`config.mk`:
```
export PLATFORM = sky130hd
export DESIGN_NAME = rpq_qualifier_flat
export DESIGN_NICKNAME = d
export VERILOG_FILES = /design/src/rpq_pkg.sv /design/src/rpq_link_if.sv /design/src/rpq_qualifier.sv /design/src/flat_wrapper.sv
export SDC_FILE = /design/constraint.sdc
export NUM_CORES = 1
export LEC_CHECK = 0
export ABC_AREA = 1
export BUFFER_PORTS_ARGS = -buffer_cell sky130_fd_sc_hd__buf_4
export CORE_ASPECT_RATIO = 1.4
export CORE_UTILIZATION = 48
export CTS_BUF_LIST = sky130_fd_sc_hd__clkbuf_16
export CTS_CLUSTER_DIAMETER = 30
export CTS_CLUSTER_SIZE = 10
export DETAILED_ROUTE_END_ITERATION = 16
export PLACE_DENSITY = 0.66
export SYNTH_ARGS = -nofsm -noshare
export SYNTH_HDL_FRONTEND = slang
export SYNTH_SLANG_ARGS = --single-unit
```
`constraint.sdc`:
```
create_clock -name ref_clk_i -period 3.8 [get_ports ref_clk_i]
set_input_delay 0 -clock ref_clk_i [delete_from_list [all_inputs] [get_ports ref_clk_i]]
set_output_delay 0 -clock ref_clk_i [all_outputs]
set_load 0.1 [all_outputs]
```
`src/rpq_pkg.sv`:
```
package rpq_pkg;
  // clock rate and period
  localparam int unsigned CLK_MHZ        = 100;
  localparam int unsigned CLK_PERIOD_NS  = 10;
  // nominal delays in ns, as printed
  localparam int unsigned ARR_DELAY_NS   = 50;
  localparam int unsigned NARROW_HOLD_NS = 400;
  localparam int unsigned WIDE_HOLD_NS   = 5000;
  localparam int unsigned QUAL_DELAY_NS  = 500;
  localparam int unsigned NARROW_MIN_NS  = 600;
  localparam int unsigned WIDE_MIN_NS    = 4500;
  // cycle counts, rounded to nearest cycle, with no lower clamp
  localparam int unsigned ARR_DELAY_CYC   = (ARR_DELAY_NS + CLK_PERIOD_NS / 2) / CLK_PERIOD_NS;
  localparam int unsigned NARROW_HOLD_CYC = (NARROW_HOLD_NS + CLK_PERIOD_NS / 2) / CLK_PERIOD_NS;
  localparam int unsigned WIDE_HOLD_CYC   = (WIDE_HOLD_NS + CLK_PERIOD_NS / 2) / CLK_PERIOD_NS;
  localparam int unsigned QUAL_DELAY_CYC  = (QUAL_DELAY_NS + CLK_PERIOD_NS / 2) / CLK_PERIOD_NS;
  localparam int unsigned NARROW_MIN_CYC  = (NARROW_MIN_NS + CLK_PERIOD_NS / 2) / CLK_PERIOD_NS;
  localparam int unsigned WIDE_MIN_CYC    = (WIDE_MIN_NS + CLK_PERIOD_NS / 2) / CLK_PERIOD_NS;
  // counter width, enough for the longest count (500)
  localparam int unsigned CNT_W = 10;
  // reset values
  localparam logic        HOLD_RST   = 1'b0;
  localparam logic        ACCEPT_RST = 1'b1;
  // receiver operating modes
  typedef enum logic [2:0] {
    RPQ_MODE_NORMAL  = 3'b001,
    RPQ_MODE_RF_CAL  = 3'b010,
    RPQ_MODE_IF_CAL  = 3'b100
  } rpq_mode_type;
endpackage : rpq_pkg

```
`src/rpq_link_if.sv`:
```
`timescale 1ns/10ps
// signals between the qualifier and the cycle timing logic
interface rpq_link_if;
  logic raw_threshold;       // ungated threshold, to cycle timing
  logic processing_busy_n;   // low while a pulse is processed
  logic hold_clear_n;        // low pulse clears the hold
  logic cal_hold_set_n;      // low pulse sets the hold in calibration
  logic freq_out_of_range;   // frequency outside window
  logic narrow_accept;       // narrow width test result
  logic wide_accept;         // wide width test result
  logic amplitude_reset_n;   // low resets the log video peak detector
  logic pulse_valid;         // one-cycle: width results settled
  modport device (
    output raw_threshold, freq_out_of_range, narrow_accept, wide_accept, pulse_valid,
    input  processing_busy_n, hold_clear_n, cal_hold_set_n, amplitude_reset_n
  );
  modport cycle (
    input  raw_threshold, freq_out_of_range, narrow_accept, wide_accept, pulse_valid,
    output processing_busy_n, hold_clear_n, cal_hold_set_n, amplitude_reset_n
  );
endinterface : rpq_link_if

```
`src/rpq_qualifier.sv`:
```
// What this block does
// RQ1 - block threshold on enable, busy, blanking
// RQ2 - threshold only in normal mode
// RQ3 - send ungated raw threshold to cycle logic
// RQ4 - latch gated threshold for detector, 95 percent
// RQ5 - detector threshold delayed 50 ns
// RQ6 - narrow mode: hold 400 ns after 95 percent
// RQ7 - wide mode: hold 5 us after latch
// RQ8 - hold cleared by hold-clear strobe
// RQ9 - calibration set strobe sets the hold
// RQ10 - qualifier strobe 500 ns after 95 percent
// RQ11 - two hold gates from hold timing
// RQ12 - forward frequency out-of-range flag
// RQ13 - narrow: 600 ns width test on half-amplitude
// RQ14 - narrow mode forces wide accept high
// RQ15 - wide: 4.5 us test on raw threshold
// RQ16 - wide mode forces narrow accept high
// RQ17 - cycle logic rejects on zero accept
// RQ18 - end-of-hold reset from amplitude reset
// RQ19 - delays are restartable clock counters
// RQ20 - both or neither mode: accepts forced high
`timescale 1ns/10ps
module rpq_qualifier (
  input  wire logic                  ref_clk_i,               // system clock
  input  wire logic                  rst_i,                   // async, active high
  rpq_link_if.device                 link,                    // cycle timing side
  input  wire logic                  threshold_cmp_i,         // minimum threshold comparator
  input  wire logic                  point95_i,               // 95 percent point comparator
  input  wire logic                  half_amp_i,              // half-amplitude pulse present
  input  wire logic                  freq_cmp_i,              // window comparator output
  input  wire logic                  host_processing_enable_i, // host enable, high active
  input  wire logic                  receiver_blank_n_i,      // low while blanked
  input  wire logic                  narrow_mode_n_i,         // low selects narrow
  input  wire logic                  wide_mode_n_i,           // low selects wide
  input  wire rpq_pkg::rpq_mode_type mode_i,                  // operating mode
  output logic                       latched_threshold_o,     // latched threshold
  output logic                       arrival_threshold_o,     // delayed, to arrival detector
  output logic                       hold_request_o,          // hold request
  output logic                       hold_gate_phase_freq_o,  // hold gate, phase/freq
  output logic                       hold_gate_log_video_o,   // hold gate, log video
  output logic                       qualifier_strobe_o,      // one-cycle qual sample strobe
  output logic                       end_of_hold_reset_o      // peak detector reset
);

  // three-stage synchronisers for pin inputs
  logic [2:0] thr_sync_reg;   // threshold comparator
  logic [2:0] p95_sync_reg;   // 95 percent comparator
  logic [2:0] half_sync_reg;  // half-amplitude
  logic [2:0] freq_sync_reg;  // frequency comparator
  logic       thr_reg;        // filtered levels
  logic       p95_reg;
  logic       half_reg;
  logic       freq_reg;

  // timers
  logic [rpq_pkg::CNT_W-1:0] arrival_cnt_reg; // detector delay
  logic [rpq_pkg::CNT_W-1:0] hold_cnt_reg;   // hold delay
  logic [rpq_pkg::CNT_W-1:0] qual_cnt_reg;   // qualifier delay
  logic [rpq_pkg::CNT_W-1:0] width_cnt_reg;  // width test
  logic                      hold_run_reg;
  logic                      qual_run_reg;
  logic                      width_run_reg;
  logic                      p95_d_reg;      // for edge detect
  logic                      half_d_reg;
  logic                      lth_d_reg;
  logic                      narrow_accept_reg;
  logic                      wide_accept_reg;
  logic                      pulse_valid_reg;
  logic                      gated_thr;
  logic                      narrow_sel;
  logic                      wide_sel;

  // filtered level changes once stages two and three agree
  function automatic logic agree(input logic [2:0] s, input logic prev);
    agree = (s[1] == s[2]) ? s[2] : prev;
  endfunction : agree

  // synchronisers; stage 0 feeds only stage 1
  always_ff @(posedge ref_clk_i or posedge rst_i) begin
    if (rst_i) begin
      thr_sync_reg  <= 3'h0;
      p95_sync_reg  <= 3'h0;
      half_sync_reg <= 3'h0;
      freq_sync_reg <= 3'h0;
      thr_reg       <= 1'b0;
      p95_reg       <= 1'b0;
      half_reg      <= 1'b0;
      freq_reg      <= 1'b0;
    end else begin
      thr_sync_reg  <= {thr_sync_reg[1:0], threshold_cmp_i};
      p95_sync_reg  <= {p95_sync_reg[1:0], point95_i};
      half_sync_reg <= {half_sync_reg[1:0], half_amp_i};
      freq_sync_reg <= {freq_sync_reg[1:0], freq_cmp_i};
      thr_reg       <= agree(thr_sync_reg, thr_reg);
      p95_reg       <= agree(p95_sync_reg, p95_reg);
      half_reg      <= agree(half_sync_reg, half_reg);
      freq_reg      <= agree(freq_sync_reg, freq_reg);
    end
  end

  // mode decode; both or neither selects no width test
  assign narrow_sel = !narrow_mode_n_i && wide_mode_n_i;   // see RQ20
  assign wide_sel   = !wide_mode_n_i && narrow_mode_n_i;   // see RQ20

  // gating of the threshold by controls and mode
  assign gated_thr = thr_reg && host_processing_enable_i && link.processing_busy_n
                     && receiver_blank_n_i                 // see RQ1
                     && (mode_i == rpq_pkg::RPQ_MODE_NORMAL); // see RQ2

  assign link.raw_threshold     = thr_reg;                 // see RQ3
  assign link.freq_out_of_range = freq_reg;                // see RQ12

  // latched threshold: set by gated threshold, dropped when raw ends
  always_ff @(posedge ref_clk_i or posedge rst_i) begin
    if (rst_i) begin
      latched_threshold_o <= 1'b0;
    end else if (gated_thr) begin
      latched_threshold_o <= 1'b1;                         // see RQ4
    end else if (!thr_reg) begin
      latched_threshold_o <= 1'b0;
    end
  end

  // edge history
  always_ff @(posedge ref_clk_i or posedge rst_i) begin
    if (rst_i) begin
      p95_d_reg  <= 1'b0;
      half_d_reg <= 1'b0;
      lth_d_reg  <= 1'b0;
    end else begin
      p95_d_reg  <= p95_reg && latched_threshold_o;
      half_d_reg <= half_reg;
      lth_d_reg  <= latched_threshold_o;
    end
  end

  // detector threshold: high once latch held for the delay
  always_ff @(posedge ref_clk_i or posedge rst_i) begin
    if (rst_i) begin
      arrival_cnt_reg     <= '0;
      arrival_threshold_o <= 1'b0;
    end else if (!latched_threshold_o) begin
      arrival_cnt_reg     <= '0;
      arrival_threshold_o <= 1'b0;
    end else if (arrival_cnt_reg == rpq_pkg::CNT_W'(rpq_pkg::ARR_DELAY_CYC - 1)) begin
      arrival_threshold_o <= 1'b1;                         // see RQ5
    end else begin
      arrival_cnt_reg <= arrival_cnt_reg + 1'b1;
    end
  end

  // hold timer: 95 percent edge in narrow, latch edge in wide
  always_ff @(posedge ref_clk_i or posedge rst_i) begin
    if (rst_i) begin
      hold_cnt_reg   <= '0;
      hold_run_reg   <= 1'b0;
      hold_request_o <= rpq_pkg::HOLD_RST;
    end else begin
      if (narrow_sel && p95_reg && latched_threshold_o && !p95_d_reg) begin
        hold_cnt_reg <= rpq_pkg::CNT_W'(1);                // see RQ19
        hold_run_reg <= 1'b1;                              // see RQ6
      end else if (wide_sel && latched_threshold_o && !lth_d_reg) begin
        hold_cnt_reg <= rpq_pkg::CNT_W'(1);               // start edge is the first cycle the latch reads high
        hold_run_reg <= 1'b1;                              // see RQ7
      end else if (hold_run_reg) begin
        hold_cnt_reg <= hold_cnt_reg + 1'b1;
        if (hold_cnt_reg == rpq_pkg::CNT_W'((narrow_sel ? rpq_pkg::NARROW_HOLD_CYC
                                             : rpq_pkg::WIDE_HOLD_CYC) - 1)) begin
          hold_run_reg <= 1'b0;
        end
      end
      // set beats clear
      if (!link.cal_hold_set_n) begin
        hold_request_o <= 1'b1;                            // see RQ9
      end else if (hold_run_reg && hold_cnt_reg == rpq_pkg::CNT_W'((narrow_sel
                   ? rpq_pkg::NARROW_HOLD_CYC : rpq_pkg::WIDE_HOLD_CYC) - 1)) begin
        hold_request_o <= 1'b1;
      end else if (!link.hold_clear_n) begin
        hold_request_o <= 1'b0;                            // see RQ8
      end
    end
  end

  // both gates follow the hold, registered
  always_ff @(posedge ref_clk_i or posedge rst_i) begin
    if (rst_i) begin
      hold_gate_phase_freq_o <= 1'b0;
      hold_gate_log_video_o  <= 1'b0;
    end else begin
      hold_gate_phase_freq_o <= hold_request_o;            // see RQ11
      hold_gate_log_video_o  <= hold_request_o;            // see RQ11
    end
  end

  // qualifier strobe, later than the hold in narrow mode but earlier than it in wide mode
  always_ff @(posedge ref_clk_i or posedge rst_i) begin
    if (rst_i) begin
      qual_cnt_reg       <= '0;
      qual_run_reg       <= 1'b0;
      qualifier_strobe_o <= 1'b0;
    end else begin
      qualifier_strobe_o <= 1'b0;
      if (p95_reg && latched_threshold_o && !p95_d_reg) begin
        qual_cnt_reg <= rpq_pkg::CNT_W'(1);               // see RQ19
        qual_run_reg <= 1'b1;
      end else if (qual_run_reg) begin
        qual_cnt_reg <= qual_cnt_reg + 1'b1;
        if (qual_cnt_reg == rpq_pkg::CNT_W'(rpq_pkg::QUAL_DELAY_CYC - 1)) begin
          qual_run_reg       <= 1'b0;
          qualifier_strobe_o <= 1'b1;                      // see RQ10
        end
      end
    end
  end

  // width tests; unused flag forced to accept
  always_ff @(posedge ref_clk_i or posedge rst_i) begin
    if (rst_i) begin
      width_cnt_reg     <= '0;
      width_run_reg     <= 1'b0;
      narrow_accept_reg <= rpq_pkg::ACCEPT_RST;
      wide_accept_reg   <= rpq_pkg::ACCEPT_RST;
      pulse_valid_reg   <= 1'b0;
    end else begin
      pulse_valid_reg <= 1'b0;
      if (!narrow_sel && !wide_sel) begin
        width_run_reg     <= 1'b0;
        narrow_accept_reg <= 1'b1;                         // see RQ20
        wide_accept_reg   <= 1'b1;
      end else if (narrow_sel) begin
        wide_accept_reg <= 1'b1;                           // see RQ14
        if (half_reg && !half_d_reg) begin
          width_cnt_reg     <= rpq_pkg::CNT_W'(1);        // see RQ19
          width_run_reg     <= 1'b1;
          narrow_accept_reg <= 1'b0;
        end else if (width_run_reg) begin
          width_cnt_reg <= width_cnt_reg + 1'b1;
          if (width_cnt_reg == rpq_pkg::CNT_W'(rpq_pkg::NARROW_MIN_CYC - 1)) begin
            width_run_reg     <= 1'b0;
            narrow_accept_reg <= half_reg;                 // see RQ13
            pulse_valid_reg   <= 1'b1;
          end
        end
      end else begin
        narrow_accept_reg <= 1'b1;                         // see RQ16
        if (latched_threshold_o && !lth_d_reg) begin
          width_cnt_reg   <= rpq_pkg::CNT_W'(1);          // see RQ19
          width_run_reg   <= 1'b1;
          wide_accept_reg <= 1'b0;
        end else if (width_run_reg) begin
          width_cnt_reg <= width_cnt_reg + 1'b1;
          if (width_cnt_reg == rpq_pkg::CNT_W'(rpq_pkg::WIDE_MIN_CYC - 1)) begin
            width_run_reg   <= 1'b0;
            wide_accept_reg <= thr_reg;                    // see RQ15
            pulse_valid_reg <= 1'b1;
          end
        end
      end
    end
  end

  assign link.narrow_accept = narrow_accept_reg;
  assign link.wide_accept   = wide_accept_reg;
  assign link.pulse_valid   = pulse_valid_reg;

  // peak detector reset follows the low amplitude reset
  always_ff @(posedge ref_clk_i or posedge rst_i) begin
    if (rst_i) begin
      end_of_hold_reset_o <= 1'b0;
    end else begin
      end_of_hold_reset_o <= !link.amplitude_reset_n;      // see RQ18
    end
  end

endmodule : rpq_qualifier

```
`src/flat_wrapper.sv`:
```
// flat-port wrapper written by rule: the top's interface ports become plain ports
module rpq_qualifier_flat 
  (ref_clk_i, rst_i, threshold_cmp_i, point95_i, half_amp_i, freq_cmp_i, host_processing_enable_i, receiver_blank_n_i, narrow_mode_n_i, wide_mode_n_i, mode_i, latched_threshold_o, arrival_threshold_o, hold_request_o, hold_gate_phase_freq_o, hold_gate_log_video_o, qualifier_strobe_o, end_of_hold_reset_o, link_raw_threshold, link_freq_out_of_range, link_narrow_accept, link_wide_accept, link_pulse_valid, link_processing_busy_n, link_hold_clear_n, link_cal_hold_set_n, link_amplitude_reset_n);
  rpq_link_if link_i ();
  input  wire logic ref_clk_i;
  input  wire logic rst_i;
  input  wire logic threshold_cmp_i;
  input  wire logic point95_i;
  input  wire logic half_amp_i;
  input  wire logic freq_cmp_i;
  input  wire logic host_processing_enable_i;
  input  wire logic receiver_blank_n_i;
  input  wire logic narrow_mode_n_i;
  input  wire logic wide_mode_n_i;
  input  wire rpq_pkg::rpq_mode_type mode_i;
  output logic latched_threshold_o;
  output logic arrival_threshold_o;
  output logic hold_request_o;
  output logic hold_gate_phase_freq_o;
  output logic hold_gate_log_video_o;
  output logic qualifier_strobe_o;
  output logic end_of_hold_reset_o;
  output wire logic [$bits(link_i.raw_threshold)-1:0] link_raw_threshold;
  output wire logic [$bits(link_i.freq_out_of_range)-1:0] link_freq_out_of_range;
  output wire logic [$bits(link_i.narrow_accept)-1:0] link_narrow_accept;
  output wire logic [$bits(link_i.wide_accept)-1:0] link_wide_accept;
  output wire logic [$bits(link_i.pulse_valid)-1:0] link_pulse_valid;
  input wire logic [$bits(link_i.processing_busy_n)-1:0] link_processing_busy_n;
  input wire logic [$bits(link_i.hold_clear_n)-1:0] link_hold_clear_n;
  input wire logic [$bits(link_i.cal_hold_set_n)-1:0] link_cal_hold_set_n;
  input wire logic [$bits(link_i.amplitude_reset_n)-1:0] link_amplitude_reset_n;
  assign link_raw_threshold = link_i.raw_threshold;
  assign link_freq_out_of_range = link_i.freq_out_of_range;
  assign link_narrow_accept = link_i.narrow_accept;
  assign link_wide_accept = link_i.wide_accept;
  assign link_pulse_valid = link_i.pulse_valid;
  assign link_i.processing_busy_n = link_processing_busy_n;
  assign link_i.hold_clear_n = link_hold_clear_n;
  assign link_i.cal_hold_set_n = link_cal_hold_set_n;
  assign link_i.amplitude_reset_n = link_amplitude_reset_n;
  rpq_qualifier u_core (.ref_clk_i(ref_clk_i), .rst_i(rst_i), .link(link_i), .threshold_cmp_i(threshold_cmp_i), .point95_i(point95_i), .half_amp_i(half_amp_i), .freq_cmp_i(freq_cmp_i), .host_processing_enable_i(host_processing_enable_i), .receiver_blank_n_i(receiver_blank_n_i), .narrow_mode_n_i(narrow_mode_n_i), .wide_mode_n_i(wide_mode_n_i), .mode_i(mode_i), .latched_threshold_o(latched_threshold_o), .arrival_threshold_o(arrival_threshold_o), .hold_request_o(hold_request_o), .hold_gate_phase_freq_o(hold_gate_phase_freq_o), .hold_gate_log_video_o(hold_gate_log_video_o), .qualifier_strobe_o(qualifier_strobe_o), .end_of_hold_reset_o(end_of_hold_reset_o));
endmodule
```
==> results of run 1 <==
## power groups by stage
| stage | clock network, W | registers [W] | logic [W] |
|---|---|---|---|
| 6_report | 0.000874 | 0.000957 | 0.000400 |
| 5_1_grt | 0.000923 | 0.000975 | 0.000466 |
| 4_1_cts | 0.000891 | 0.000956 | 0.000406 |
| 3_5_place_dp | 0 | 0.000968 | 0.000392 |
| 3_3_place_gp | 0 | 0.000967 | 0.000384 |
| 2_1_floorplan | 0 | 0.000998 | 0.000272 |
## layer usage
layer  wire length [um]  part of all wire [%]  GRT usage (%)  vias to the layer above
li1                   -                     -              -                     1375
met1               2850                    44           22.8                     1258
met2               3310                    51           34.6                       38
met3                146                   2.3           3.52                       13
met4                163                   2.5           10.5                        0
met5                  0                     0              0                        -
## cell usage after synthesis, drive strengths merged
master,count,share of area [%]
a21boi,1,0.22
a21oi,17,2.4
a22oi,1,0.61
buf,5,1.2
clkinv,1,0.47
dfrtp,69,50
dfstp,2,1.5
ha,10,3.6
inv,62,6.8
maj3,4,1.2
nand2,79,8.9
nand3,30,4.5
nand3b,1,0.58
nand4,8,1.4
nor2,63,8.6
nor3,20,3.0
nor3b,2,0.58
o211ai,2,0.43
o21ai,20,3.1
o21bai,1,0.22
or2,1,0.18
xnor2,1,0.25
xor2,3,0.75
## worst min-delay path, delay by kind of cell
| kind | cells | cell delay (ns) |
|---|---|---|
| simple gates | 2 | 0.18 |
| fa+ha+maj | 1 | 0.20 |
| buf+inv | 1 | 0.10 |
## how the worst max path moves through the flow
| stage | startpoint | endpoint | depth (start not counted) |
|---|---|---|---|
| after floorplan | u_core.latched_threshold_o | u_core.width_cnt_reg[1] | 7 |
| after global placement | u_core.latched_threshold_o | u_core.qual_cnt_reg[3] | 5 |
| after detailed placement | u_core.latched_threshold_o | u_core.width_cnt_reg[5] | 5 |
| after CTS | mode_i[2] | u_core.latched_threshold_o | 7 |
| after global routing | mode_i[2] | u_core.latched_threshold_o | 7 |
| final | mode_i[2] | u_core.latched_threshold_o | 7 |
## area by class of cell
| class | instances | area [um^2] |
|---|---|---|
| Clock buffer | 9 | 225 |
| Clock inverter | 6 | 85.1 |
| Fill cell | 608 | 2790 |
| Inverter | 63 | 251 |
| Multi-Input combinational cell | 264 | 1410 |
| Sequential cell | 71 | 1780 |
| Tap cell | 95 | 119 |
| Timing Repair Buffer | 40 | 328 |
## layout by cell type (no fill, tap or decap), drive strengths merged
master,instances
a21oi,17
xor2,3
xnor2,1
clkinv,3
nand4,8
buf,29
nor2,63
dlygate4sd3,11
bufinv,2
o211ai,2
a22oi,1
o21bai,1
nand2,79
inv,63
clkbuf,9
nor3b,2
clkinvlp,1
nor3,20
or2,1
o21ai,20
dfstp,2
nand3b,1
ha,10
dfrtp,69
nand3,30
a21boi,1
maj3,4
## cells by family after synthesis
| group | Yosys count | share of synthesized area (%) |
|---|---|---|
| xor+xnor | 4 | 1.01 |
| fa+ha+maj | 14 | 4.74 |
| compound gates | 42 | 7.01 |
| flops | 71 | 51.1 |
| simple gates | 204 | 27.7 |
| buf+inv | 68 | 8.45 |
## through the flow
stage	setup slack [ns]	cells
finish	1.91	548
global route	1.76	548
CTS	1.93	548
detailed placement	2.30	522
global placement	2.37	522
floorplan	1.95	403
## repair_timing
item / 4_1_cts / 5_1_grt
gates resized for setup: 0 / 0
endpoints found under the hold margin: 39 / 0
hold buffers: 11 / 0
setup endpoints to repair: 0 / 0
==> results_tabular.tex, run 1 <==
\begin{tabular}{lr}
\hline
Metric & Value \\
\hline
\multicolumn{2}{l}{\textbf{Synth}} \\
\quad Flip-flop and latch count after synthesis & between 70 and 80 \\
\quad Avg Cell Area, Syn & between 8 and 9 um\^{}2 \\
\quad Cell area after synthesis & about 3500 um\^{}2 \\
\quad Number of instances in the synthesized netlist & around 400 \\
\quad Sequential-to-total area share from yosys stat & about half \\
\quad Yosys warning total & 0 \\
\quad Post-synthesis cell type count & 37 \\
\quad Post-Syn Nets & 430 \\
\multicolumn{2}{l}{\textbf{Power and ir drop}} \\
\quad Sum of internal, switching and leakage power & between 0.002 and 0.0025 W \\
\quad Power Dens Cells & about 530 nW/um\^{}2 \\
\quad Switching part of the total power & a little under 30\% \\
\quad Worst supply voltage drop on vdd & 0.330 mV \\
\quad Clock network fraction of design power & 39.2\% \\
\quad Leak Pwr & between 2 and 2.5 nW \\
\quad Internal cell power & between 0.0015 and 0.002 W \\
\quad Share of power burned in registers & between 40\% and 50\% \\
\quad Switching component of the power & around 0.00066 W \\
\quad Share of total power in combinational logic & 17.9\% \\
\multicolumn{2}{l}{\textbf{Detailed routing}} \\
\quad Average via count per standard cell & between 4 and 5 \\
\quad DRC errors left & 0 \\
\quad DR WL/cell & between 10 and 15 um \\
\quad Routed wire length & approximately 6.5 mm \\
\quad Vias post-DR & roughly 2700 \\
\quad Number of search-and-repair iterations in the first detailed-routing pass & 4 \\
\quad Iteration-0 DRC count of the detailed router & approximately 110 \\
\quad Number of nets with antenna violations after routing & 0 \\
\multicolumn{2}{l}{\textbf{STA}} \\
\quad Worst-case headroom to the max-slew limit & roughly 53\% \\
\quad Max Transition Viols Final & 0 \\
\quad Max Clock Skew & between 0.004 and 0.005 ns \\
\quad Actual slew at the worst max-slew pin & $\sim$0.7 ns \\
\quad Count of final setup violators & 0 \\
\quad Fmax & around 530 MHz \\
\quad Setup repair after global routing missed its margin & false \\
\quad Endpoints failing hold & 0 \\
\quad Final worst-path cycle share & between 40\% and 50\% \\
\quad Summed negative setup slack over all endpoints & 0 ns \\
\quad Final hold slack & between 0.15 and 0.2 ns \\
\quad Min cycle time layout & between 1.5 and 2 ns \\
\multicolumn{2}{l}{\textbf{Setup path}} \\
\quad Worst Path Max Fanout & 1 \\
\quad Critical Path Max Stage Delay & 0.58 ns \\
\quad Most frequent cell on the critical path & dlygate4sd3\_1 \\
\quad Count of cells along the worst register-to-register path & 5 \\
\quad CP cell instances & dlygate4sd3\_1 > buf\_4 > nor3\_1 > dlygate4sd3\_1 > nand3\_1 > dlygate4sd3\_1 > a21oi\_1 \\
\quad Data required time of the worst path & 4.06 ns \\
\quad R2r setup slk & between 2 and 2.5 ns \\
\quad Worst flop-to-flop path endpoint & u\_core.width\_cnt\_reg[5] \\
\quad CP startpoint kind & input pin \\
\quad Crit Path Category & input pin to flip-flop \\
\quad CP Capture Type & flip-flop \\
\quad Origin of the critical flop-to-flop path & u\_core.latched\_threshold\_o \\
\quad Top delay family on crit path & buffers and inverters \\
\quad Combined buffer and inverter count along the critical path & 4 \\
\quad Crit-path slowest cell & dlygate4sd3\_1 \\
\quad Arrival @ worst endpoint & approximately 2.1 ns \\
\multicolumn{2}{l}{\textbf{Die}} \\
\quad Top-level I/O count & 29 \\
\quad Vertical die dimension & about 100 um \\
\quad Site Rows & 36 \\
\quad Initial Utilization & approximately half \\
\quad Die width & between 70 and 80 um \\
\quad Die Footprint & around 7600 um\^{}2 \\
\quad Core Box Area & between 6000 and 7000 um\^{}2 \\
\multicolumn{2}{l}{\textbf{Clock network}} \\
\quad Setup bufs post-CTS & 0 \\
\quad Number of clock sinks seen by CTS & between 70 and 80 \\
\quad Latest clock arrival within the worst-skew pair & $\sim$0.33 ns \\
\quad Clock buffer count from CTS & 9 \\
\quad TritonCTS clock tree & built \\
\quad Clock Path Buffers & 2 \\
\quad Level count of the clock H-tree & 3 \\
\quad Clock Pin Slew Worst Setup and Hold Paths & 0.05 ns \\
\quad Library cell used as clock root buffer & clkbuf\_16 \\
\multicolumn{2}{l}{\textbf{Placement}} \\
\quad IO buf count & 28 \\
\quad Cell Area, Placed & 3770 um\^{}2 \\
\quad Gpl congestion & $\sim$0.85 \\
\quad HPWL after detailed placement & 4.59 mm \\
\multicolumn{2}{l}{\textbf{Worst hold path}} \\
\quad Type of the most critical hold path & input pin to flip-flop \\
\quad Min-delay src & wide\_mode\_n\_i \\
\quad Cell depth of the worst min-delay path & 4 \\
\quad Capture endpoint of the worst hold path & u\_core.width\_cnt\_reg[2] \\
\multicolumn{2}{l}{\textbf{Finish}} \\
\quad Synthesis-to-finish area growth & 20.5\% \\
\quad Core Util, Final & roughly 60\% \\
\quad Layout cell share with drive strength beyond 1 & around 17\% \\
\quad Final layout net count & approximately 480 \\
\quad Final instance area & 4200 um\^{}2 \\
\quad Number of inserted diodes & 0 \\
\multicolumn{2}{l}{\textbf{Global route}} \\
\quad Aggregate global-route resource usage & 19.8\% \\
\quad Number of antenna violations at the first check in global routing & 0 \\
\quad Via count of the first global-routing pass & about 2700 \\
\quad Maximum number of pins on one net before global-route repair & 39 \\
\quad Global-route wire length before repair & 11.4 mm \\
\quad GRT overflow & 0 \\
\multicolumn{2}{l}{\textbf{Flow run}} \\
\quad Max-cap viol count & 0 \\
\multicolumn{2}{l}{\textbf{Outcome}} \\
\quad Status & finished clean \\
\hline
\end{tabular}
No activity file was read; power rests on OpenSTA's default activity.
==> run 2: changes to the inputs <==
--- a/config.mk
+++ b/config.mk
@@ -5,7 +5,7 @@
 export SDC_FILE = /design/constraint.sdc
 export NUM_CORES = 1
 export LEC_CHECK = 0
-export ABC_AREA = 1
+export ABC_AREA = 0
 export BUFFER_PORTS_ARGS = -buffer_cell sky130_fd_sc_hd__buf_4
 export CORE_ASPECT_RATIO = 1.4
 export CORE_UTILIZATION = 48
@@ -13,7 +13,7 @@
 export CTS_CLUSTER_DIAMETER = 30
 export CTS_CLUSTER_SIZE = 10
 export DETAILED_ROUTE_END_ITERATION = 16
-export PLACE_DENSITY = 0.66
+export PLACE_DENSITY = 0.69
 export SYNTH_ARGS = -nofsm -noshare
 export SYNTH_HDL_FRONTEND = slang
 export SYNTH_SLANG_ARGS = --single-unit
==> constraint.sdc (replaced) <==
create_clock -name ref_clk_i -period 1.6 [get_ports ref_clk_i]
set_input_delay 0 -clock ref_clk_i [delete_from_list [all_inputs] [get_ports ref_clk_i]]
set_output_delay 0 -clock ref_clk_i [all_outputs]
set_load 0.1 [all_outputs]
==> results_tabular.tex, run 2 <==
\begin{tabular}{lr}
\hline
Metric & Value \\
\hline
\multicolumn{2}{l}{\textbf{Outcome}} \\
\quad Status & finished, violations left \\
\quad Failing checks & design-rule violations \\
\multicolumn{2}{l}{\textbf{Synth}} \\
\quad Flip-flop and latch count after synthesis & 71 (unchanged) \\
\quad Count leader, synth & dfrtp\_1 \\
\quad Asr flop ratio synth & 100\% (unchanged) \\
\quad Cell area after synthesis & 3200 um\^{}2 (-8.2\%) \\
\quad Number of instances in the synthesized netlist & 290 (-28\%) \\
\quad Commonest cells post-synth & dfrtp\_1, nor2\_1, nand2\_1, xnor2\_1, inv\_1 \\
\quad Post-Syn Nets & 317 (-26\%) \\
\quad Yosys warning total & 0 (unchanged) \\
\quad Avg Cell Area, Syn & 11.0 um\^{}2 (+28\%) \\
\quad Cell type with the highest aggregate area in the netlist & dfrtp\_1 \\
\quad Sequential-to-total area share from yosys stat & 55.7\% (+4.5 points) \\
\quad Ys flop type & dfrtp\_1 \\
\quad Cells taking the most area after synthesis & dfrtp\_1, xnor2\_1, nor2\_1 \\
\quad Post-synthesis cell type count & 50 (+35\%) \\
\quad Count of flip-flops with a built-in enable after synthesis & 0 (unchanged) \\
\quad Synth top area share & 54.0\% (+4.4 points) \\
\multicolumn{2}{l}{\textbf{Setup path}} \\
\quad CP cell instances & nor4bb\_1 > nand4\_1 > or2\_2 > o211a\_1 \\
\quad Data required time of the worst path & 1.82 ns (-2.24 ns) \\
\quad Crit-path slowest cell & dfrtp\_1 \\
\quad Count of cells along the worst register-to-register path & 4 (-1) \\
\quad Critical Path Max Stage Delay & 0.44 ns (-0.14 ns) \\
\quad Arrival @ worst endpoint & 1.77 ns (-0.37 ns) \\
\quad CP Capture Type & flip-flop \\
\quad CP startpoint kind & flip-flop \\
\quad Crit Path Category & flip-flop to flip-flop \\
\quad Worst Path Max Fanout & 5 (+4) \\
\multicolumn{2}{l}{\textbf{Global route}} \\
\quad Via count of the first global-routing pass & 2367 (-12\%) \\
\quad GRT overflow & 0 (unchanged) \\
\quad Number of antenna violations at the first check in global routing & 0 (unchanged) \\
\quad Aggregate global-route resource usage & 19.4\% (-0.38 points) \\
\quad Met1 track demand over resource in global routing & 22.9\% (+0.15 points) \\
\quad M3 GR Usage & 4.70\% (+1.2 points) \\
\quad Maximum number of pins on one net before global-route repair & 40 (+2.6\%) \\
\quad GRT Max-Usage Layer & met2 \\
\quad Met2 Track Usage GR & 32.9\% (-1.7 points) \\
\quad Global-route wire length before repair & 10.4 mm (-9.0\%) \\
\multicolumn{2}{l}{\textbf{Finish}} \\
\quad Most frequent standard cell in the layout excluding fill and tap cells & dfrtp\_1 \\
\quad Number of fill cells in the layout & 525 (-14\%) \\
\quad Layout cell share with drive strength beyond 1 & 22.4\% (+5.9 points) \\
\quad Final layout net count & 383 (-20\%) \\
\quad Synthesis-to-finish area growth & 27.7\% \\
\quad Number of inserted diodes & 0 (unchanged) \\
\quad Commonest cells after routing, fill and taps aside & dfrtp\_1, buf\_4, nor2\_1 \\
\quad Non-Filler Instances & 433 (-21\%) \\
\multicolumn{2}{l}{\textbf{Detailed routing}} \\
\quad Iteration-0 DRC count of the detailed router & 81 (-24\%) \\
\quad DR WL/cell & 14.1 um (+20\%) \\
\quad DRC errors left & 3 (+3) \\
\quad Average via count per standard cell & 5.26 (+7.5\%) \\
\quad Vias post-DR & 2279 (-15\%) \\
\quad Routed wire length & 6.11 mm (-5.5\%) \\
\quad Number of search-and-repair iterations in the first detailed-routing pass & 10 (+6) \\
\quad Number of nets with antenna violations after routing & 0 (unchanged) \\
\multicolumn{2}{l}{\textbf{STA}} \\
\quad Max Transition Viols Final & 0 (unchanged) \\
\quad Final worst-path cycle share & a little over nine tenths \\
\quad Setup repair after global routing missed its margin & true \\
\quad Max Clock Skew & 0.00685 ns (+0.00197 ns) \\
\quad Min cycle time layout & approximately 1.6 ns \\
\quad Count of final setup violators & 0 (unchanged) \\
\quad Endpoints failing hold & 0 (unchanged) \\
\quad Actual slew at the worst max-slew pin & 0.364 ns (-0.338 ns) \\
\quad Fmax & 643 MHz \\
\quad Summed negative setup slack over all endpoints & 0 ns (unchanged) \\
\quad Worst-case headroom to the max-slew limit & 75.7\% (+23 points) \\
\multicolumn{2}{l}{\textbf{Clock network}} \\
\quad Level count of the clock H-tree & 3 (unchanged) \\
\quad Clock Pin Slew Worst Setup and Hold Paths & 0.06 ns (about the same) \\
\quad Library cell used as clock root buffer & clkbuf\_16 \\
\quad Number of clock sinks seen by CTS & 71 (unchanged) \\
\quad Clock Path Buffers & 2 (unchanged) \\
\quad Latest clock arrival within the worst-skew pair & 0.33 ns (about the same) \\
\quad Clock buffer count from CTS & 9 (unchanged) \\
\quad TritonCTS clock tree & built \\
\multicolumn{2}{l}{\textbf{Worst hold path}} \\
\quad Type of the most critical hold path & input pin to flip-flop \\
\quad Cell depth of the worst min-delay path & 3 (-1) \\
\multicolumn{2}{l}{\textbf{Placement}} \\
\quad HPWL after detailed placement & 4.22 mm (-8.2\%) \\
\quad Gpl congestion & 0.796 (-6.2\%) \\
\quad Placed instance count & 406 (-22\%) \\
\quad IO buf count & 28 (unchanged) \\
\multicolumn{2}{l}{\textbf{Die}} \\
\quad Initial Utilization & 50.4\% (+0.58 points) \\
\quad Core Box Area & 6340 um\^{}2 (-9.2\%) \\
\quad Vertical die dimension & 98.6 um (-4.1\%) \\
\quad Die Footprint & 6990 um\^{}2 (-8.0\%) \\
\quad Die width & 71.0 um (-4.1\%) \\
\quad Site Rows & 34 (-5.6\%) \\
\quad Top-level I/O count & 29 (unchanged) \\
\multicolumn{2}{l}{\textbf{Power and ir drop}} \\
\quad Worst supply voltage drop on vdd & 0.813 mV (+150\%) \\
\quad Leak Pwr & 1.81 nW (-9.6\%) \\
\quad Power Dens Cells & 1360 nW/um\^{}2 (+160\%) \\
\multicolumn{2}{l}{\textbf{Flow run}} \\
\quad Max-cap viol count & 0 (unchanged) \\
\hline
\end{tabular}
==> run 2: changes by cell type after synthesis, moves of 10 or more <==
cell	previous run	this run
nor3_1	19	7
a21oi_1	17	4
nand3_1	29	8
inv_1	58	14
xor2_1	3	13
xnor2_1	1	18
nand2_1	76	20
nor2_1	50	36
==> run 2: power by group <==
group / total, W / internal (W) / switching (W)
combinational: 0.00124 / 0.000579 / 0.000656
sequential: 0.00237 / 0.00208 / 0.000288
clock: 0.00195 / 0.00121 / 0.000744
==> run 2: worst max-delay path: cells and delay by family, from the launching register on <==
kind            cells  cell delay, ns
simple gates        3            0.89
flops               1            0.44
compound gates      1            0.13
==> run 2: per-layer routing <==
metal  part of all wire, %  vias up
met2                    49       45
li1                      -     1136
met1                    45     1087
met4                   1.8        0
met3                   3.5       11
met5                     0        -
==> run 2: final cells by class <==
type | count | area, um^2 | area share, %
inverters | 14 | 56.3 | 1.38
repair buffers | 62 | 503 | 12.3
flip-flops and latches | 71 | 1780 | 43.7
clock inverters | 7 | 72.6 | 1.78
clock buffers | 9 | 225 | 5.52
well taps | 72 | 90.1 | 2.21
multi-input cells | 198 | 1350 | 33.1
==> run 2: cell families (layout without fill, tap and decap cells) <==
logic type      after synthesis  count (layout)  synth area share [%]
compound gates               29              29                  6.69
xor+xnor                     31              31                  8.49
fa+ha+maj                    14              14                  5.17
buf+inv                      21              92                  2.90
flops                        71              71                  55.7
mux                           3               3                 0.978
simple gates                121             121                  20.1
==> run 2: what timing repair did <==
action,in CTS,in global routing
gates cloned,0,0
setup endpoints to repair,2,6
buffers inserted,1,0
endpoints found under the hold margin,60,0
hold buffers,10,0
gates resized for setup,0,5
pin swaps,1,1
==> run 2: path summary, 6_finish.rpt <==
| path | from | end | slack, ns |
|---|---|---|---|
| worst max register to register | u_core.width_cnt_reg[4] | u_core.width_run_reg | 0.05 |
| worst min register to register | u_core.p95_sync_reg[0] | u_core.p95_sync_reg[1] | 0.35 |
| worst min-delay path | wide_mode_n_i | u_core.link.narrow_accept | 0.05 |
| max in group asynchronous | rst_i | u_core.link.wide_accept | 0.78 |
| worst max-delay path | u_core.width_cnt_reg[4] | u_core.width_run_reg | 0.05 |
| min in group asynchronous | rst_i | u_core.qual_cnt_reg[4] | 0.21 |
==> run 2: stage by stage <==
| step | hold slack [ns] | util, % | instance area (um^2) | worst slack (ns) | total power (W) |
|---|---|---|---|---|---|
| 6_report | 0.0469 | 64.4 | 4080 | 0.0459 | 0.00556 |
| 5_1_grt | 0.0745 | 64.4 | 4080 | -0.117 | 0.00586 |
| 2_1_floorplan | 0.0314 | - | 3210 | 0.0400 | 0.00314 |
| 4_1_cts | 0.0378 | 64.0 | 4060 | 0.0158 | 0.00557 |
| 3_3_place_gp | 0.00899 | 57.6 | 3650 | 0.0311 | 0.00349 |
| 3_5_place_dp | 0.00979 | 57.6 | 3650 | -0.00695 | 0.00354 |
==> run 3: changes to the inputs <==
--- a/config.mk
+++ b/config.mk
@@ -6,14 +6,14 @@
 export NUM_CORES = 1
 export LEC_CHECK = 0
 export ABC_AREA = 0
-export BUFFER_PORTS_ARGS = -buffer_cell sky130_fd_sc_hd__buf_4
 export CORE_ASPECT_RATIO = 1.4
 export CORE_UTILIZATION = 48
 export CTS_BUF_LIST = sky130_fd_sc_hd__clkbuf_16
 export CTS_CLUSTER_DIAMETER = 30
 export CTS_CLUSTER_SIZE = 10
 export DETAILED_ROUTE_END_ITERATION = 16
-export PLACE_DENSITY = 0.69
+export DONT_BUFFER_PORTS = 1
+export PLACE_DENSITY = 0.65
 export SYNTH_ARGS = -nofsm -noshare
 export SYNTH_HDL_FRONTEND = slang
 export SYNTH_SLANG_ARGS = --single-unit
==> results_tabular.tex, run 3 (synthesized netlist as in run 2, its figures left out) <==
\begin{tabular}{lr}
\hline
Metric & Value \\
\hline
\multicolumn{2}{l}{\textbf{Setup path}} \\
\quad Data required time of the worst path & 1.87 ns (+0.05 ns) \\
\quad R2r setup slk & 0.05 ns (about the same) \\
\quad CP cell instances & nand2\_2 > or4\_4 > a2111oi\_4 > a221o\_1 \\
\quad Crit Path Category & flip-flop to flip-flop \\
\quad Arrival @ worst endpoint & 1.82 ns (+0.05 ns) \\
\quad Crit-path slowest cell & or4\_4 \\
\quad Worst Path Max Fanout & 3 (-2) \\
\quad Count of cells along the worst register-to-register path & 4 (unchanged) \\
\quad CP Capture Type & flip-flop \\
\quad CP startpoint kind & flip-flop \\
\quad Critical Path Max Stage Delay & 0.49 ns (+0.05 ns) \\
\multicolumn{2}{l}{\textbf{Detailed routing}} \\
\quad Vias post-DR & 2227 (-2.3\%) \\
\quad DR WL/cell & 14.1 um (-0.38\%) \\
\quad Average via count per standard cell & 5.33 (+1.2\%) \\
\quad DRC errors left & 0 (-3) \\
\quad Routed wire length & 5.88 mm (-3.8\%) \\
\quad Iteration-0 DRC count of the detailed router & 116 (+43\%) \\
\quad Number of search-and-repair iterations in the first detailed-routing pass & 6 (-4) \\
\quad Number of nets with antenna violations after routing & 0 (unchanged) \\
\multicolumn{2}{l}{\textbf{Placement}} \\
\quad Placed instance count & 389 (-4.2\%) \\
\quad Gpl congestion & 0.843 (+5.9\%) \\
\quad Cell Area, Placed & 3530 um\^{}2 (-3.5\%) \\
\quad IO buf count & 0 (-100\%) \\
\quad HPWL after detailed placement & 4.00 mm (-5.1\%) \\
\quad Worst setup slack before clock tree synthesis & 0.0282 ns (+0.0352 ns) \\
\multicolumn{2}{l}{\textbf{Clock network}} \\
\quad Level count of the clock H-tree & 3 (unchanged) \\
\quad TritonCTS clock tree & built \\
\quad Library cell used as clock root buffer & clkbuf\_16 \\
\quad Clock Pin Slew Worst Setup and Hold Paths & 0.06 ns (about the same) \\
\quad Latest clock arrival within the worst-skew pair & 0.33 ns (about the same) \\
\quad Clock buffer count from CTS & 9 (unchanged) \\
\quad Clock Path Buffers & 2 (unchanged) \\
\quad Number of clock sinks seen by CTS & 71 (unchanged) \\
\multicolumn{2}{l}{\textbf{STA}} \\
\quad Max Transition Viols Final & 0 (unchanged) \\
\quad Summed negative setup slack over all endpoints & 0 ns (unchanged) \\
\quad Min cycle time layout & 1.55 ns (-0.00467 ns) \\
\quad Setup repair after global routing missed its margin & true \\
\quad Actual slew at the worst max-slew pin & 0.544 ns (+0.180 ns) \\
\quad Final hold slack & 0.0982 ns (+0.0513 ns) \\
\quad Worst-case headroom to the max-slew limit & 64.0\% (-12 points) \\
\quad Worst setup margin & 0.0506 ns (+0.00467 ns) \\
\quad Final worst-path cycle share & 96.8\% (-0.29 points) \\
\quad Fmax & 645 MHz (+0.30\%) \\
\quad Count of final setup violators & 0 (unchanged) \\
\quad Max Clock Skew & 0.00675 ns (-0.0000996 ns) \\
\quad Endpoints failing hold & 0 (unchanged) \\
\multicolumn{2}{l}{\textbf{Global route}} \\
\quad Global-route wire length before repair & 10.6 mm (+2.3\%) \\
\quad Number of antenna violations at the first check in global routing & 0 (unchanged) \\
\quad Aggregate global-route resource usage & 19.9\% (+0.43 points) \\
\quad GRT Max-Usage Layer & met2 \\
\quad Met1 track demand over resource in global routing & 23.8\% (+0.86 points) \\
\quad M3 GR Usage & 3.37\% (-1.3 points) \\
\quad GRT overflow & 0 (unchanged) \\
\quad Met2 Track Usage GR & 33.2\% (+0.30 points) \\
\quad Via count of the first global-routing pass & 2358 (-0.38\%) \\
\quad Maximum number of pins on one net before global-route repair & 27 (-33\%) \\
\multicolumn{2}{l}{\textbf{Finish}} \\
\quad Layout cell share with drive strength beyond 1 & 18.5\% (-3.9 points) \\
\quad Commonest cells after routing, fill and taps aside & dfrtp\_1, nor2\_1, buf\_4 \\
\quad Final layout net count & 368 (-3.9\%) \\
\quad Number of inserted diodes & 0 (unchanged) \\
\quad Non-Filler Instances & 418 (-3.5\%) \\
\quad Synthesis-to-finish area growth & 24.7\% \\
\quad Final instance area & 3990 um\^{}2 (-2.4\%) \\
\quad Most frequent standard cell in the layout excluding fill and tap cells & dfrtp\_1 \\
\multicolumn{2}{l}{\textbf{Die}} \\
\quad Vertical die dimension & 98.6 um (unchanged) \\
\quad Die Footprint & 6990 um\^{}2 (unchanged) \\
\quad Site Rows & 34 (unchanged) \\
\quad Top-level I/O count & 29 (unchanged) \\
\quad Initial Utilization & 50.4\% (unchanged) \\
\quad Core Box Area & 6340 um\^{}2 (unchanged) \\
\quad Die width & 71.0 um (unchanged) \\
\multicolumn{2}{l}{\textbf{Outcome}} \\
\quad Status & finished clean \\
\multicolumn{2}{l}{\textbf{Worst hold path}} \\
\quad Type of the most critical hold path & input pin to flip-flop \\
\quad Cell depth of the worst min-delay path & 4 (+1) \\
\multicolumn{2}{l}{\textbf{Power and ir drop}} \\
\quad Worst supply voltage drop on vdd & 0.887 mV (+9.1\%) \\
\quad Power Dens Cells & 1420 nW/um\^{}2 (+4.0\%) \\
\quad Leak Pwr & 1.75 nW (-3.4\%) \\
\multicolumn{2}{l}{\textbf{Flow run}} \\
\quad Max-cap viol count & 0 (unchanged) \\
\hline
\end{tabular}
## run 3: area by class of cell
cell class                      instances  area (um^2)
Fill cell                             512         2350
Sequential cell                        71         1780
Multi-Input combinational cell        198         1350
Timing Repair Buffer                   47          395
Clock buffer                            9          225
Tap cell                               72         90.1
Clock inverter                          7         87.6
Inverter                               14         56.3
## run 3: through the flow
step                utilization [%]  power [W]
finish                         62.9    0.00564
global route                   62.9    0.00597
CTS                            62.5    0.00564
detailed placement             55.6    0.00351
global placement               55.6    0.00348
floorplan                         -    0.00314
## run 3: final timing paths
kind / from / end
max: u_core.hold_cnt_reg[7] / u_core.hold_request_o
min: narrow_mode_n_i / u_core.link.narrow_accept
max reg2reg: u_core.hold_cnt_reg[7] / u_core.hold_request_o
min reg2reg: u_core.thr_sync_reg[0] / u_core.thr_sync_reg[1]
max in group asynchronous: rst_i / u_core.link.wide_accept
min in group asynchronous: rst_i / u_core.arrival_cnt_reg[7]
## run 3: per-layer routing
metal / wire [um] / vias to the layer above
li1: - / 1099
met1: 2580 / 1079
met2: 2980 / 37
met3: 153 / 12
met4: 170 / 0
met5: 0 / -
## run 3: what timing repair did
action,CTS,global route
setup buffers,0,1
setup endpoints to repair,0,4
hold endpoints to repair,77,0
hold buffers,12,0
gates resized for setup,0,3
## run 3: worst max-delay path: cells and delay by family, from the launching register on
kind	cells	cell delay, ns
AOI/OAI and AO/OA	2	0.53
and+or+nand+nor	2	0.57
DFF	1	0.39
## run 3: power by group
group          total [W]  internal, W  switching [W]
Combinational    0.00120     0.000568       0.000637
Sequential       0.00236      0.00208       0.000279
Clock            0.00207      0.00135       0.000724
Total            0.00564      0.00400        0.00164
